### src/ars_consts.svh
// Constants of the converter reference, input and sequencing block
`ifndef ARS_CONSTS_SVH
`define ARS_CONSTS_SVH

`define ARS_NPIN        8
`define ARS_CHAN_W      3
`define ARS_RES_W       12
`define ARS_SAMPLE_CYC  4'h4
`define ARS_CONV_CYC    4'hc
`define ARS_TOTAL_CYC   5'h10
`define ARS_SAR_MSB     12'h800
`define ARS_DIV_W       7
`define ARS_REF_SUPPLY  4'h0
`define ARS_REF_EXT_LO  4'h1
`define ARS_REF_EXT_HI  4'h4
`define ARS_REF_BG_LO   4'ha
`define ARS_REF_BG_HI   4'hc
`define ARS_SRC_EXT     3'h0
`define ARS_FMT_LEFT    1'h0
`define ARS_NIB_ZERO    4'h0

`endif

### src/ars_pkg.sv
// Types shared by the converter control block and its clock divider
`include "ars_consts.svh"

package ars_pkg;

  typedef enum logic [1:0] {
    ARS_REF_SUPPLY_SRC,
    ARS_REF_EXT_SRC,
    ARS_REF_BG_SRC
  } ars_ref_src_t;

  typedef enum logic [2:0] {
    ARS_IDLE,
    ARS_HELD,
    ARS_SAMPLE,
    ARS_CONVERT,
    ARS_DONE
  } ars_phase_t;

  typedef struct packed {
    logic [`ARS_DIV_W-1:0] cnt;
    logic                  tick;
  } ars_div_t;

  typedef struct packed {
    ars_ref_src_t src;
    logic [2:0]   gain;
    logic         amp_on;
    logic         ext_connect;
    logic         out_drive;
    logic         ext_pin_mode;
  } ars_ref_t;

  typedef struct packed {
    logic [`ARS_NPIN-1:0] analog;
    logic [`ARS_NPIN-1:0] input_dir;
    logic [`ARS_NPIN-1:0] pullup_on;
    logic [`ARS_NPIN-1:0] chan_connect;
  } ars_pins_t;

  typedef struct packed {
    ars_phase_t             phase;
    logic                   start_d;
    logic [3:0]             cnt;
    logic [`ARS_RES_W-1:0]  trial;
    logic                   div_clear;
    logic                   sample_hold;
    logic                   busy;
    logic                   flag;
    logic                   irq;
    logic                   powered;
    logic [7:0]             res_high;
    logic [7:0]             res_low;
    logic                   internal_on;
    logic [2:0]             internal_sel;
    ars_ref_t               ref_cfg;
    ars_pins_t              pins;
  } ars_state_t;

endpackage : ars_pkg

### src/ars_clk_div.sv
// Power-of-two divider making the converter clock tick
`timescale 1ns/1ps
`include "ars_consts.svh"

module ars_clk_div (
  // Clock and reset
  input  wire logic       core_clk,
  input  wire logic       rst,
  // Control
  input  wire logic       clear,
  input  wire logic [2:0] sel,
  // Converter clock tick
  output logic            tick
);

  ars_pkg::ars_div_t s;
  ars_pkg::ars_div_t next_s;
  logic [`ARS_DIV_W-1:0] mask;

  always_comb begin
    mask = `ARS_DIV_W'((8'h01 << sel) - 8'h01);
    next_s = s;
    // Clearing realigns so the first tick is one full period away
    if (clear) begin
      next_s.cnt  = '0;
      next_s.tick = 1'b0;
    end else begin
      next_s.tick = &(s.cnt | ~mask);
      next_s.cnt  = (s.cnt + 1'b1) & mask;
    end
  end

  always_ff @(posedge core_clk or posedge rst) begin
    if (rst) begin
      s <= '0;
    end else begin
      s <= next_s;
    end
  end

  assign tick = s.tick;

endmodule : ars_clk_div

### src/ars_top.sv
// Converter reference select, input pin control and conversion sequencer
`timescale 1ns/1ps
`include "ars_consts.svh"

// Function
// - Decode reference code: supply default, external x1..x4, bandgap x2..x4.
// - Amplify external or bandgap reference by one to four; never supply.
// - External and bandgap together: only bandgap reaches the reference.
// - Pin function bit set by software disables the pin's shared functions.
// - Drive the selected reference onto the reference output pin.
// - Only the selected external channel's pin, if its analog enable is set, becomes the channel input, others off.
// - Pull-ups are disconnected while a pin is an analog input.
// - Analog enable overrides the pin's port direction.
// - Conversion is 4 sampling plus 12 converting clocks, 16 total.
// - Internal input source disconnects the external channel input.
// - Busy high during conversion, cleared at end; result then readable.
// - Twelve-bit result, code fff at full scale equal to reference.
// - Result placement in high and low bytes follows the format bit.
// - Power enable low keeps the converter powered down.
// - Start rise resets and clears busy; following fall sets busy.
// - Completion sets the interrupt flag; interrupt raised when enabled.
// - Clock select divides the system clock by 1 up to 128.
module ars_top (
  // Clock and reset
  input  wire logic                   core_clk,
  input  wire logic                   rst,
  // Converter control
  input  wire logic [2:0]             converter_clock_divider_select,
  input  wire logic                   converter_power_enable,
  input  wire logic                   start,
  input  wire logic                   result_format_select,
  // Input selection
  input  wire logic [2:0]             input_source_select,
  input  wire logic [`ARS_CHAN_W-1:0] external_channel_select,
  input  wire logic [`ARS_NPIN-1:0]   analog_pin_enable_bits,
  input  wire logic [`ARS_NPIN-1:0]   port_direction_input,
  input  wire logic [`ARS_NPIN-1:0]   pullup_select,
  // Reference selection
  input  wire logic [3:0]             reference_source_select,
  input  wire logic                   reference_amplifier_enable,
  input  wire logic                   ext_reference_pin_enable,
  input  wire logic                   reference_output_pin_enable,
  // Interrupt control
  input  wire logic                   global_interrupt_enable,
  input  wire logic                   converter_interrupt_enable,
  input  wire logic                   interrupt_flag_clear,
  // Analog comparator result: input at or above the trial level
  input  wire logic                   compare_above,
  // Reference path
  output ars_pkg::ars_ref_t           reference_amplifier,
  // Pin control
  output ars_pkg::ars_pins_t          pin_control,
  output logic                        internal_source_on,
  output logic [2:0]                  internal_source_sel,
  // Analog core
  output logic                        converter_powered,
  output logic                        sample_hold,
  output logic [`ARS_RES_W-1:0]       trial_code,
  // Status and results
  output logic                        conversion_busy_flag,
  output logic [7:0]                  result_high_byte,
  output logic [7:0]                  result_low_byte,
  output logic                        converter_interrupt_flag,
  output logic                        converter_irq
);

  ars_pkg::ars_state_t s;
  ars_pkg::ars_state_t next_s;
  logic                  tick;
  logic                  start_rise;
  logic                  start_fall;
  logic [`ARS_RES_W-1:0] bit_mask;
  logic [`ARS_RES_W-1:0] kept;
  logic                  done_evt;

  ars_clk_div u_div (
    .core_clk (core_clk),
    .rst      (rst),
    .clear    (s.div_clear),
    .sel      (converter_clock_divider_select),
    .tick     (tick)
  );

  always_comb begin
    next_s     = s;
    start_rise = start & ~s.start_d;
    start_fall = ~start & s.start_d;
    bit_mask   = `ARS_SAR_MSB >> s.cnt;
    kept       = compare_above ? s.trial : (s.trial & ~bit_mask);
    done_evt   = 1'b0;
    next_s.start_d   = start;
    next_s.div_clear = 1'b0;
    next_s.powered   = converter_power_enable;

    // Reference source and gain
    next_s.ref_cfg.src  = ars_pkg::ARS_REF_SUPPLY_SRC;
    next_s.ref_cfg.gain = 3'h0;
    if (reference_source_select >= `ARS_REF_BG_LO &&
        reference_source_select <= `ARS_REF_BG_HI) begin
      next_s.ref_cfg.src  = ars_pkg::ARS_REF_BG_SRC;
      next_s.ref_cfg.gain = reference_source_select[2:0];
    end else if (reference_source_select >= `ARS_REF_EXT_LO &&
                 reference_source_select <= `ARS_REF_EXT_HI) begin
      next_s.ref_cfg.src  = ars_pkg::ARS_REF_EXT_SRC;
      next_s.ref_cfg.gain = reference_source_select[2:0];
    end
    // Amplifier runs only when software has enabled it
    next_s.ref_cfg.amp_on = reference_amplifier_enable &&
      next_s.ref_cfg.src != ars_pkg::ARS_REF_SUPPLY_SRC;
    // Bandgap wins; external pin is never tied in alongside it
    next_s.ref_cfg.ext_connect = ext_reference_pin_enable &&
      next_s.ref_cfg.src == ars_pkg::ARS_REF_EXT_SRC;
    next_s.ref_cfg.ext_pin_mode = ext_reference_pin_enable;
    next_s.ref_cfg.out_drive    = reference_output_pin_enable;

    // Pin control
    next_s.pins.analog    = analog_pin_enable_bits;
    next_s.pins.input_dir = port_direction_input |
                            analog_pin_enable_bits;
    next_s.pins.pullup_on = pullup_select &
                            ~analog_pin_enable_bits;
    next_s.internal_on    = input_source_select != `ARS_SRC_EXT;
    next_s.internal_sel   = input_source_select;
    next_s.pins.chan_connect = '0;
    if (input_source_select == `ARS_SRC_EXT) begin
      next_s.pins.chan_connect[external_channel_select] =
        analog_pin_enable_bits[external_channel_select];
    end

    // Sequencer
    if (!converter_power_enable) begin
      next_s.phase       = ars_pkg::ARS_IDLE;
      next_s.busy        = 1'b0;
      next_s.sample_hold = 1'b0;
    end else if (start_rise) begin
      next_s.phase       = ars_pkg::ARS_HELD;
      next_s.busy        = 1'b0;
      next_s.sample_hold = 1'b0;
      next_s.div_clear   = 1'b1;
    end else begin
      case (s.phase)
        ars_pkg::ARS_HELD: begin
          // Divider held cleared while armed, so no stale tick is counted
          next_s.div_clear = 1'b1;
          if (start_fall) begin
            next_s.phase       = ars_pkg::ARS_SAMPLE;
            next_s.busy        = 1'b1;
            next_s.cnt         = '0;
            next_s.div_clear   = 1'b0;
            next_s.sample_hold = 1'b1;
          end
        end
        ars_pkg::ARS_SAMPLE: begin
          if (tick) begin
            if (s.cnt == `ARS_SAMPLE_CYC - 4'h1) begin
              next_s.phase       = ars_pkg::ARS_CONVERT;
              next_s.cnt         = '0;
              next_s.trial       = `ARS_SAR_MSB;
              next_s.sample_hold = 1'b0;
            end else begin
              next_s.cnt = s.cnt + 4'h1;
            end
          end
        end
        ars_pkg::ARS_CONVERT: begin
          if (tick) begin
            if (s.cnt == `ARS_CONV_CYC - 4'h1) begin
              // Full-scale input keeps every bit, giving code fff
              next_s.phase = ars_pkg::ARS_DONE;
              next_s.trial = kept;
              if (result_format_select == `ARS_FMT_LEFT) begin
                next_s.res_high = kept[11:4];
                next_s.res_low  = {kept[3:0], `ARS_NIB_ZERO};
              end else begin
                next_s.res_high = {`ARS_NIB_ZERO, kept[11:8]};
                next_s.res_low  = kept[7:0];
              end
            end else begin
              next_s.trial = kept | (bit_mask >> 1);
              next_s.cnt   = s.cnt + 4'h1;
            end
          end
        end
        ars_pkg::ARS_DONE: begin
          next_s.phase = ars_pkg::ARS_IDLE;
          next_s.busy  = 1'b0;
          done_evt     = 1'b1;
        end
        default: begin
          next_s.phase = ars_pkg::ARS_IDLE;
        end
      endcase
    end

    // A completion in the clearing cycle still leaves the flag set
    next_s.flag = (s.flag & ~interrupt_flag_clear) | done_evt;
    next_s.irq  = next_s.flag & global_interrupt_enable &
                  converter_interrupt_enable;
  end

  always_ff @(posedge core_clk or posedge rst) begin
    if (rst) begin
      s <= '0;
    end else begin
      s <= next_s;
    end
  end

  assign reference_amplifier      = s.ref_cfg;
  assign pin_control              = s.pins;
  assign internal_source_on       = s.internal_on;
  assign internal_source_sel      = s.internal_sel;
  assign converter_powered        = s.powered;
  assign sample_hold              = s.sample_hold;
  assign trial_code               = s.trial;
  assign conversion_busy_flag     = s.busy;
  assign result_high_byte         = s.res_high;
  assign result_low_byte          = s.res_low;
  assign converter_interrupt_flag = s.flag;
  assign converter_irq            = s.irq;

  // Checking
  logic [4:0] busy_ticks;

  always_ff @(posedge core_clk or posedge rst) begin
    if (rst) begin
      busy_ticks <= '0;
    end else if (s.phase == ars_pkg::ARS_HELD) begin
      busy_ticks <= '0;
    end else if (tick && (s.phase == ars_pkg::ARS_SAMPLE ||
                          s.phase == ars_pkg::ARS_CONVERT)) begin
      busy_ticks <= busy_ticks + 5'h1;
    end
  end
endmodule : ars_top

### config.mk
export PLATFORM = sky130hd
export DESIGN_NAME = ars_top
export DESIGN_NICKNAME = d
export VERILOG_FILES = /design/src/ars_pkg.sv /design/src/ars_clk_div.sv /design/src/ars_top.sv
export VERILOG_INCLUDE_DIRS = /design/src
export SDC_FILE = /design/constraint.sdc
export NUM_CORES = 1
export LEC_CHECK = 0
export BUFFER_PORTS_ARGS = -buffer_cell sky130_fd_sc_hd__buf_2
export CORE_AREA = 2 2 99 101
export CTS_BUF_LIST = sky130_fd_sc_hd__clkbuf_8
export CTS_CLUSTER_DIAMETER = 150
export CTS_CLUSTER_SIZE = 14
export DETAILED_ROUTE_END_ITERATION = 8
export DIE_AREA = 0 0 101 103
export PLACE_DENSITY_LB_ADDON = 0.05
export SLEW_MARGIN = 20
export SYNTH_ARGS = -nofsm -noshare
export SYNTH_HDL_FRONTEND = slang
export SYNTH_SLANG_ARGS = --single-unit
### constraint.sdc
create_clock -name core_clk -period 2.5 [get_ports core_clk]
set_input_delay 0.25 -clock core_clk [delete_from_list [all_inputs] [get_ports core_clk]]
set_output_delay 0.25 -clock core_clk [all_outputs]
set_load 0.02 [all_outputs]
==> results of run 1 <==
## flip-flops by register name (all words and copies together), names as in the netlist, 3 cells and up
register	cells
reference_amplifier	9
trial_code	12
result_high_byte	8
result_low_byte	8
u_div.s	7
pin_control	32
s	9
internal_source_sel	3
## power by group through the flow
| stage | sequential (mW) | combinational [mW] | clock, mW |
|---|---|---|---|
| 6_report | 1.63 | 0.317 | 1.06 |
| 5_1_grt | 1.64 | 0.355 | 1.16 |
| 4_1_cts | 1.63 | 0.322 | 1.10 |
| 3_5_place_dp | 1.67 | 0.314 | 0 |
| 3_3_place_gp | 1.66 | 0.313 | 0 |
| 2_1_floorplan | 1.66 | 0.230 | 0 |
## area by class of cell
type / count / share of cell area [%]
clock buffer: 9 / 2.51
clock inverter: 7 / 1.75
inverter: 13 / 1.07
multi-input combinational: 226 / 29.1
sequential: 95 / 48.2
tap: 114 / 2.89
timing repair buffer: 134 / 14.5
## stage by stage
| stage | power [mW] | util, % | cell area, um^2 | setup WS (ns) | instances |
|---|---|---|---|---|---|
| 6_report | 3.01 | 52.2 | 4930 | 0.524 | 598 |
| 5_1_grt | 3.15 | 52.2 | 4930 | 0.326 | 598 |
| 4_1_cts | 3.05 | 52.2 | 4930 | 0.532 | 598 |
| 3_5_place_dp | 1.98 | 49.4 | 4670 | 0.553 | 577 |
| 3_3_place_gp | 1.98 | 49.4 | 4670 | 0.653 | 577 |
| 2_1_floorplan | 1.89 | - | 4470 | 0.756 | 418 |
## cells in the final DEF (no fill, tap or decap), types with 9 or more instances in the layout
cell type    n
nand2b_1    11
inv_1       12
nor2_1      11
or2_2       10
a21oi_1     15
buf_2      126
o21ai_0     31
dfrtp_1     95
nor2b_1     17
clkbuf_8     9
o31ai_1     12
nand2_1     28
## logic make-up (layout without fill, tap and decap cells)
family,count (synthesis),in the layout,synth area share (%)
adders and majority gates,7,7,1.96
AOI/OAI and AO/OA,87,87,12.3
muxes,8,8,2.02
xor gates and xnor gates,6,6,1.18
buffers and inverters,97,163,14.6
DFF,95,95,53.3
and+or+nand+nor,118,118,14.7
## final timing paths
kind	from	endpoint	slack [ns]
setup / recovery	s[79]	trial_code[3]	0.52
hold / removal	start	s[83]	0.02
setup reg to reg	s[79]	trial_code[3]	0.52
hold reg to reg	result_high_byte[7]	result_high_byte[7]	0.48
max in group asynchronous	rst	result_low_byte[6]	2.09
min in group asynchronous	rst	s[82]	0.04
## layer usage
layer,GRT usage (%),wire length [um],vias to the layer above
li1,-,-,1481
met1,25.2,4290,1454
met2,26.4,4020,87
met3,3.32,409,14
met4,7.28,166,0
met5,0,0,-
## Yosys cell counts, types with 3 or more instances
library cell	count	area [um^2]
dfrtp_1	95	2380
buf_4	74	556
o21ai_0	31	155
nand2_1	28	105
nor2b_1	17	106
a21oi_1	15	75.1
inv_1	13	48.8
o31ai_1	12	90.1
nand2b_1	11	68.8
nor2_1	11	41.3
or2_2	10	62.6
and3_1	8	50.1
mux2_2	8	90.1
buf_2	7	35.0
ha_1	7	87.6
nand3_1	7	35.0
a21o_1	5	37.5
nor3_1	5	25.0
xor2_1	5	43.8
and2_1	4	25.0
o21a_1	4	30.0
a21boi_0	3	22.5
and4_1	3	26.3
clkbuf_1	3	11.3
nor3b_1	3	22.5
o2bb2ai_1	3	26.3
o41ai_1	3	26.3
==> flow_metrics.env, run 1 <==
export IMPL_slowest_stage="or2_2"
export IMPL_min_path_cells=1
export IMPL_reg2regPathDepth=5
export IMPL_htree_levels=3
export IMPL_drt_antenna_violating_nets=0
export IMPL_crit_path_cell_trace="ha_1 > nor3b_1 > o2111ai_1 > or2_2 > a21o_1"
export IMPL_cts_tree="done"
export IMPL_fillers=926
export IMPL_seqCellArea_um2=2380
export IMPL_track_usage_pct=17.6
export IMPL_async_flop_share_pct=100
export IMPL_synth_area_um2=4460
export IMPL_power_switching_share_pct=26.8
export IMPL_p_comb_share_pct=10.5
export IMPL_postCtsHoldBufs=5
export IMPL_ys_types=47
export IMPL_first_iter_violations=80
export IMPL_num_nets_final=535
export IMPL_avgViaCountPerCell=5.08
export IMPL_slew_headroom_pct=66.8
export IMPL_cp_start_kind="flip-flop"
export IMPL_powerDensity_nw_per_um2=610
export IMPL_hold_class="input port to flip-flop"
export IMPL_end_kind="flip-flop"
export IMPL_wl_per_cell_um=14.9
export IMPL_critPathMaxFanout=8
export IMPL_clkTransAtPathRegs_ns=0.10
export IMPL_p_int_mw=2.20
export IMPL_drc=0
export IMPL_dpl_hpwl_um=6430
export IMPL_max_stage_delay_ns=0.45
export IMPL_fin_tns_setup_ns=0
export IMPL_synth_seq_cells=95
export IMPL_dieWidth_um=101
export IMPL_status="completed"
export IMPL_gr_total_overflow=0
export IMPL_clock_fmax_mhz=506
export IMPL_fin_crit_sh_pct=79.0
export IMPL_n_antenna_cell=0
export IMPL_dieArea_um2=10400
export IMPL_area_delta_synth_final_pct=10.5
export IMPL_multi_input_area_um2=1440
export IMPL_irDropWorstVdd_uv=249
export IMPL_die_h_um=103
export IMPL_insertion_delay_ns=0.35
export IMPL_row_count=36
export IMPL_clock_path_buffers=2
export IMPL_netSwitchingPower_mw=0.807
export IMPL_drv_slew=0
export IMPL_crit_type="flip-flop to flip-flop"
export IMPL_path_depth=5
export IMPL_yosysSeqAreaShare_pct=53.3
export IMPL_grt_pass1_vias=2868
export IMPL_cp_num_buf_inv=0
export IMPL_p_seq_share_pct=54.3
export IMPL_cts_resized_gates=0
export IMPL_syn_area_per_cell_um2=10.7
export IMPL_crit_family="simple AND/OR/NAND/NOR gates"
export IMPL_synthFlopType="dfrtp_1"
export IMPL_cts_setup_buffers=0
export IMPL_first_pass_iters=4
export IMPL_holdWs_ns=0.0209
export IMPL_io_pin_count=127
export IMPL_arrival_ns=2.23
export IMPL_hold_viol=0
export IMPL_antenna_found_initial=0
export IMPL_cts_made_buffers=9
export IMPL_drive_gt1_share_pct=34.1
export IMPL_clkPwrFrac_pct=35.2
export IMPL_design_core_area_um2=9460
export IMPL_yosys_warnings=0
export IMPL_grt_max_degree=96
export IMPL_syn_nets=474
export IMPL_drv_cap=0
export IMPL_syn_inst=418
export IMPL_finalSetupViolations=0
export IMPL_rsz0062_at_grt="no"
export IMPL_grt_first_pass_wirelength_um=14300
export IMPL_required_ns=2.75
export IMPL_clock_sinks=95
export IMPL_cts_root_buf="clkbuf_8"
export IMPL_vias=3036
export IMPL_power_leakage_nw=2.49
export IMPL_postRouteWirelength_um=8890
export IMPL_synth_edf_count=0
export IMPL_worstMarginPinSlew_ns=0.497
export IMPL_place_congestion=0.815
export IMPL_numPortBuffers=126
export IMPL_min_period_ns=1.98
export IMPL_skew_ns=0.0113
export IMPL_initial_core_util_pct=47.2
(Power assumes the default switching activity.)
==> inputs of run 2 (changes only) <==
--- a/config.mk
+++ b/config.mk
@@ -7,12 +7,12 @@
 export NUM_CORES = 1
 export LEC_CHECK = 0
 export BUFFER_PORTS_ARGS = -buffer_cell sky130_fd_sc_hd__buf_2
-export CORE_AREA = 2 2 99 101
+export CORE_AREA = 2 2 94 96
 export CTS_BUF_LIST = sky130_fd_sc_hd__clkbuf_8
 export CTS_CLUSTER_DIAMETER = 150
 export CTS_CLUSTER_SIZE = 14
 export DETAILED_ROUTE_END_ITERATION = 8
-export DIE_AREA = 0 0 101 103
+export DIE_AREA = 0 0 96 98
 export PLACE_DENSITY_LB_ADDON = 0.05
 export SLEW_MARGIN = 20
 export SYNTH_ARGS = -nofsm -noshare
==> constraint.sdc (replaced) <==
create_clock -name core_clk -period 2.07 [get_ports core_clk]
set_input_delay 0.207 -clock core_clk [delete_from_list [all_inputs] [get_ports core_clk]]
set_output_delay 0.207 -clock core_clk [all_outputs]
set_load 0.02 [all_outputs]
==> flow_metrics.env, run 2 (same netlist as run 1, synthesis figures left out) <==
export IMPL_hold_class="input port to flip-flop"
export IMPL_finalSetupViolations=0
export IMPL_min_period_ns=1.93
export IMPL_place_congestion=0.878
export IMPL_crit_path_cell_trace="ha_1 > nor4b_1 > or3b_2 > o41ai_1"
export IMPL_slew_headroom_pct=61.8
export IMPL_numPortBuffers=126
export IMPL_n_antenna_cell=0
export IMPL_arrival_ns=2.17
export IMPL_clock_sinks=95
export IMPL_cts_made_buffers=9
export IMPL_grt_first_pass_wirelength_um=14200
export IMPL_holdWs_ns=0.0241
export IMPL_avgViaCountPerCell=5.11
export IMPL_first_iter_violations=128
export IMPL_insertion_delay_ns=0.36
export IMPL_hold_viol=0
export IMPL_cp_num_buf_inv=0
export IMPL_clock_path_buffers=2
export IMPL_postRouteWirelength_um=8790
export IMPL_powerDensity_nw_per_um2=702
export IMPL_clock_fmax_mhz=519
export IMPL_irDropWorstVdd_uv=399
export IMPL_cts_tree="done"
export IMPL_dieArea_um2=9410
export IMPL_dpl_hpwl_um=6600
export IMPL_path_depth=4
export IMPL_crit_type="flip-flop to flip-flop"
export IMPL_grt_pass1_vias=2987
export IMPL_row_count=34
export IMPL_drt_antenna_violating_nets=0
export IMPL_power_leakage_nw=2.55
export IMPL_crit_family="simple AND/OR/NAND/NOR gates"
export IMPL_grt_max_degree=42
export IMPL_vias=3094
export IMPL_drive_gt1_share_pct=33.8
export IMPL_critPathMaxFanout=7
export IMPL_drv_slew=0
export IMPL_drc=0
export IMPL_num_nets_final=548
export IMPL_htree_levels=3
export IMPL_initial_core_util_pct=52.7
export IMPL_design_core_area_um2=8470
export IMPL_startpoint="s[79]"
export IMPL_dieWidth_um=96
export IMPL_rsz0062_at_grt="no"
export IMPL_final_common_cell="buf_2"
export IMPL_min_path_cells=2
export IMPL_track_usage_pct=19.5
export IMPL_status="completed"
export IMPL_cts_root_buf="clkbuf_8"
export IMPL_wl_per_cell_um=14.5
export IMPL_reg2reg_to="s[81]"
export IMPL_reg2regPathDepth=4
export IMPL_regToRegStartpoint="s[79]"
export IMPL_fin_crit_sh_pct=93.1
export IMPL_placed_area_um2=4710
export IMPL_end_kind="flip-flop"
export IMPL_clkTransAtPathRegs_ns=0.10
export IMPL_layout_common_cells="buf_2, dfrtp_1, o21ai_0, nand2_1, nor2b_1"
export IMPL_io_pin_count=127
export IMPL_power_mw=3.55
export IMPL_required_ns=2.31
export IMPL_worstMarginPinSlew_ns=0.571
export IMPL_antenna_found_initial=0
export IMPL_die_h_um=98
export IMPL_cts_resized_gates=0
export IMPL_largest_reg_flops=32
export IMPL_fin_area_um2=5060
export IMPL_gr_total_overflow=0
export IMPL_endpoint="s[81]"
export IMPL_fin_tns_setup_ns=0
export IMPL_area_delta_synth_final_pct=13.4
export IMPL_first_pass_iters=4
export IMPL_drv_cap=0
export IMPL_slowest_stage="or3b_2"
export IMPL_skew_ns=0.00951
export IMPL_cp_start_kind="flip-flop"
export IMPL_max_stage_delay_ns=0.51
export IMPL_rrSetupSlack_ns=0.14
export IMPL_final_util_pct=59.8
-- run 2: through the flow --
step | std cells | worst slack (ns)
3_5_place_dp | 574 | 0.164
5_1_grt | 605 | 0.0394
2_1_floorplan | 418 | 0.326
6_report | 605 | 0.142
3_3_place_gp | 574 | 0.206
4_1_cts | 605 | 0.132
-- run 2: repair_timing --
action	in CTS	in global routing
buffers inserted	0	0
hold buffers	15	0
endpoints found under the hold margin	35	0
-- run 2: routing by layer --
metal / wire (um) / up-vias / part of all wire, % / global-route usage, %
met4: 118 / 0 / 1.3 / 7.03
met1: 4040 / 1479 / 46 / 27.5
met2: 4140 / 94 / 47 / 30.3
met5: 0 / - / 0 / 0
li1: - / 1511 / - / -
met3: 500 / 10 / 5.7 / 3.40
-- run 2: power by group --
part / internal, mW / switching (mW)
clock: 0.474 / 0.703
sequential: 1.92 / 0.0501
combinational: 0.169 / 0.232
-- run 2: how the worst min path moves through the flow --
stage | start | slack [ns] | end
2_1_floorplan | converter_power_enable | 0.24 | converter_powered
3_3_place_gp | rst | 0.30 | reference_amplifier[3]
3_5_place_dp | rst | 0.30 | reference_amplifier[3]
4_1_cts | port_direction_input[0] | 0.008 | pin_control[16]
5_1_grt | port_direction_input[0] | 0.007 | pin_control[16]
6_report | port_direction_input[0] | 0.02 | pin_control[16]
-- run 2: cell type report --
cell class,count,area [um^2]
Clock buffer,9,124
Clock inverter,7,72.6
Fill cell,747,3410
Inverter,13,52.6
Multi-Input combinational cell,226,1440
Sequential cell,95,2380
Tap cell,108,135
Timing Repair Buffer,147,863
==> inputs of run 3 (changes only) <==
--- a/config.mk
+++ b/config.mk
@@ -13,7 +13,7 @@
 export CTS_CLUSTER_SIZE = 14
 export DETAILED_ROUTE_END_ITERATION = 8
 export DIE_AREA = 0 0 96 98
-export PLACE_DENSITY_LB_ADDON = 0.05
+export PLACE_DENSITY_LB_ADDON = 0.08
 export SLEW_MARGIN = 20
 export SYNTH_ARGS = -nofsm -noshare
 export SYNTH_HDL_FRONTEND = slang
==> flow_metrics.env, run 3 (same netlist as run 1, synthesis figures left out) <==
export IMPL_crit_path_cell_trace="ha_1 > nor4b_1 > or3b_2 > nor4_1 > o21bai_1"
export IMPL_cp_start_kind="flip-flop"
export IMPL_largest_reg_flops=32
export IMPL_required_ns=2.36
export IMPL_drt_antenna_violating_nets=0
export IMPL_num_nets_final=551
export IMPL_powerDensity_nw_per_um2=699
export IMPL_dpl_hpwl_um=6640
export IMPL_hold_viol=0
export IMPL_crit_family="simple AND/OR/NAND/NOR gates"
export IMPL_status="completed"
export IMPL_insertion_delay_ns=0.36
export IMPL_power_leakage_nw=2.56
export IMPL_drc=0
export IMPL_max_stage_delay_ns=0.51
export IMPL_row_count=34
export IMPL_end_kind="flip-flop"
export IMPL_dieArea_um2=9410
export IMPL_initial_core_util_pct=52.7
export IMPL_min_path_cells=2
export IMPL_first_iter_violations=114
export IMPL_rsz0062_at_grt="no"
export IMPL_area_delta_synth_final_pct=13.6
export IMPL_p_int_mw=2.56
export IMPL_cts_root_buf="clkbuf_8"
export IMPL_grt_pass1_vias=3026
export IMPL_vias=3026
export IMPL_cts_tree="done"
export IMPL_fin_crit_sh_pct=93.5
export IMPL_htree_levels=3
export IMPL_avgViaCountPerCell=4.98
export IMPL_cp_num_buf_inv=0
export IMPL_hold_end="pin_control[16]"
export IMPL_drive_gt1_share_pct=33.8
export IMPL_numPortBuffers=126
export IMPL_placedCellCount=575
export IMPL_p_seq_share_pct=55.7
export IMPL_clkTransAtPathRegs_ns=0.10
export IMPL_finalSetupViolations=0
export IMPL_arrival_ns=2.22
export IMPL_skew_ns=0.00609
export IMPL_reg2regPathDepth=5
export IMPL_fin_area_um2=5070
export IMPL_cts_made_buffers=9
export IMPL_first_pass_iters=4
export IMPL_layout_common_cells="buf_2, dfrtp_1, o21ai_0, nand2_1"
export IMPL_min_period_ns=1.93
export IMPL_hold_class="input port to flip-flop"
export IMPL_antenna_found_initial=0
export IMPL_critPathMaxFanout=7
export IMPL_track_usage_pct=20.3
export IMPL_final_common_cell="buf_2"
export IMPL_cts_resized_gates=0
export IMPL_design_core_area_um2=8470
export IMPL_regToRegStartpoint="s[79]"
export IMPL_grt_first_pass_wirelength_um=14900
export IMPL_io_pin_count=127
export IMPL_fin_tns_setup_ns=0
export IMPL_clock_path_buffers=2
export IMPL_reg2reg_to="s[79]"
export IMPL_stdcell_count=608
export IMPL_irDropWorstVdd_uv=422
export IMPL_postRouteWirelength_um=8890
export IMPL_clock_sinks=95
export IMPL_grt_max_degree=41
export IMPL_worstMarginPinSlew_ns=0.674
export IMPL_min_delay_start="port_direction_input[0]"
export IMPL_drv_cap=0
export IMPL_slew_headroom_pct=55.0
export IMPL_die_h_um=98
export IMPL_wl_per_cell_um=14.6
export IMPL_placed_area_um2=4710
export IMPL_drv_slew=0
export IMPL_place_congestion=0.832
export IMPL_power_switching_share_pct=27.8
export IMPL_n_antenna_cell=0
export IMPL_clkPwrFrac_pct=32.9
export IMPL_netSwitchingPower_mw=0.983
export IMPL_gr_total_overflow=0
export IMPL_dieWidth_um=96
export IMPL_rrSetupSlack_ns=0.14
export IMPL_p_comb_share_pct=11.4
export IMPL_clock_fmax_mhz=517
export IMPL_cts_setup_buffers=0
export IMPL_crit_type="flip-flop to flip-flop"
export IMPL_slowest_stage="or3b_2"
## run 3: changes by cell type in the layout (fill, tap and decap cells not counted), sizes merged
cell         previous run  this run
buf                   132       133
clkinv                  2         3
dlygate4sd3            15        17
inv                    16        15
## run 3: what timing repair did
action                                  in CTS  in global routing
endpoints found under the setup margin       0                  0
hold endpoints to repair                    41                  2
hold buffers                                15                  2
## run 3: worst max path at each step
stage,to,from,cells after the start,slack (ns)
finish,s[79],s[79],5,0.14
global placement,s[79],s[79],5,0.21
floorplan,s[82],s[79],5,0.33
CTS,s[79],s[79],5,0.14
global route,s[79],s[79],5,0.02
detailed placement,s[80],s[79],4,0.17
## run 3: layer usage
| metal | vias up | part of all wire, % | wire [um] | GRT usage (%) |
|---|---|---|---|---|
| li1 | 1513 | - | - | - |
| met1 | 1441 | 47 | 4220 | 28.6 |
| met2 | 66 | 47 | 4220 | 31.5 |
| met3 | 6 | 4.3 | 379 | 5.17 |
| met4 | 0 | 0.81 | 72 | 5.27 |
| met5 | - | 0 | 0 | 0 |
## run 3: power by group through the flow
stage	combinational (mW)	sequential [mW]	clock, mW
floorplan	0.277	2.00	0
global placement	0.378	2.01	0
detailed placement	0.385	2.01	0
CTS	0.407	1.97	1.20
global route	0.453	1.98	1.30
finish	0.405	1.97	1.16
## run 3: layout make-up
class                           instances  area, um^2
Tap cell                              108         135
Sequential cell                        95        2380
Clock inverter                          7        66.3
Timing Repair Buffer                  150         878
Inverter                               13        52.6
Multi-Input combinational cell        226        1440
Fill cell                             768        3400
Clock buffer                            9         124
## run 3: metrics by stage
step	util [%]	worst slack (ns)	power [mW]	hold slack, ns
2_1_floorplan	-	0.326	2.28	0.238
3_3_place_gp	55.6	0.209	2.39	0.319
3_5_place_dp	55.6	0.174	2.39	0.322
4_1_cts	59.6	0.138	3.58	0.00861
5_1_grt	59.9	0.0159	3.74	0.000630
6_report	59.9	0.135	3.54	0.0286
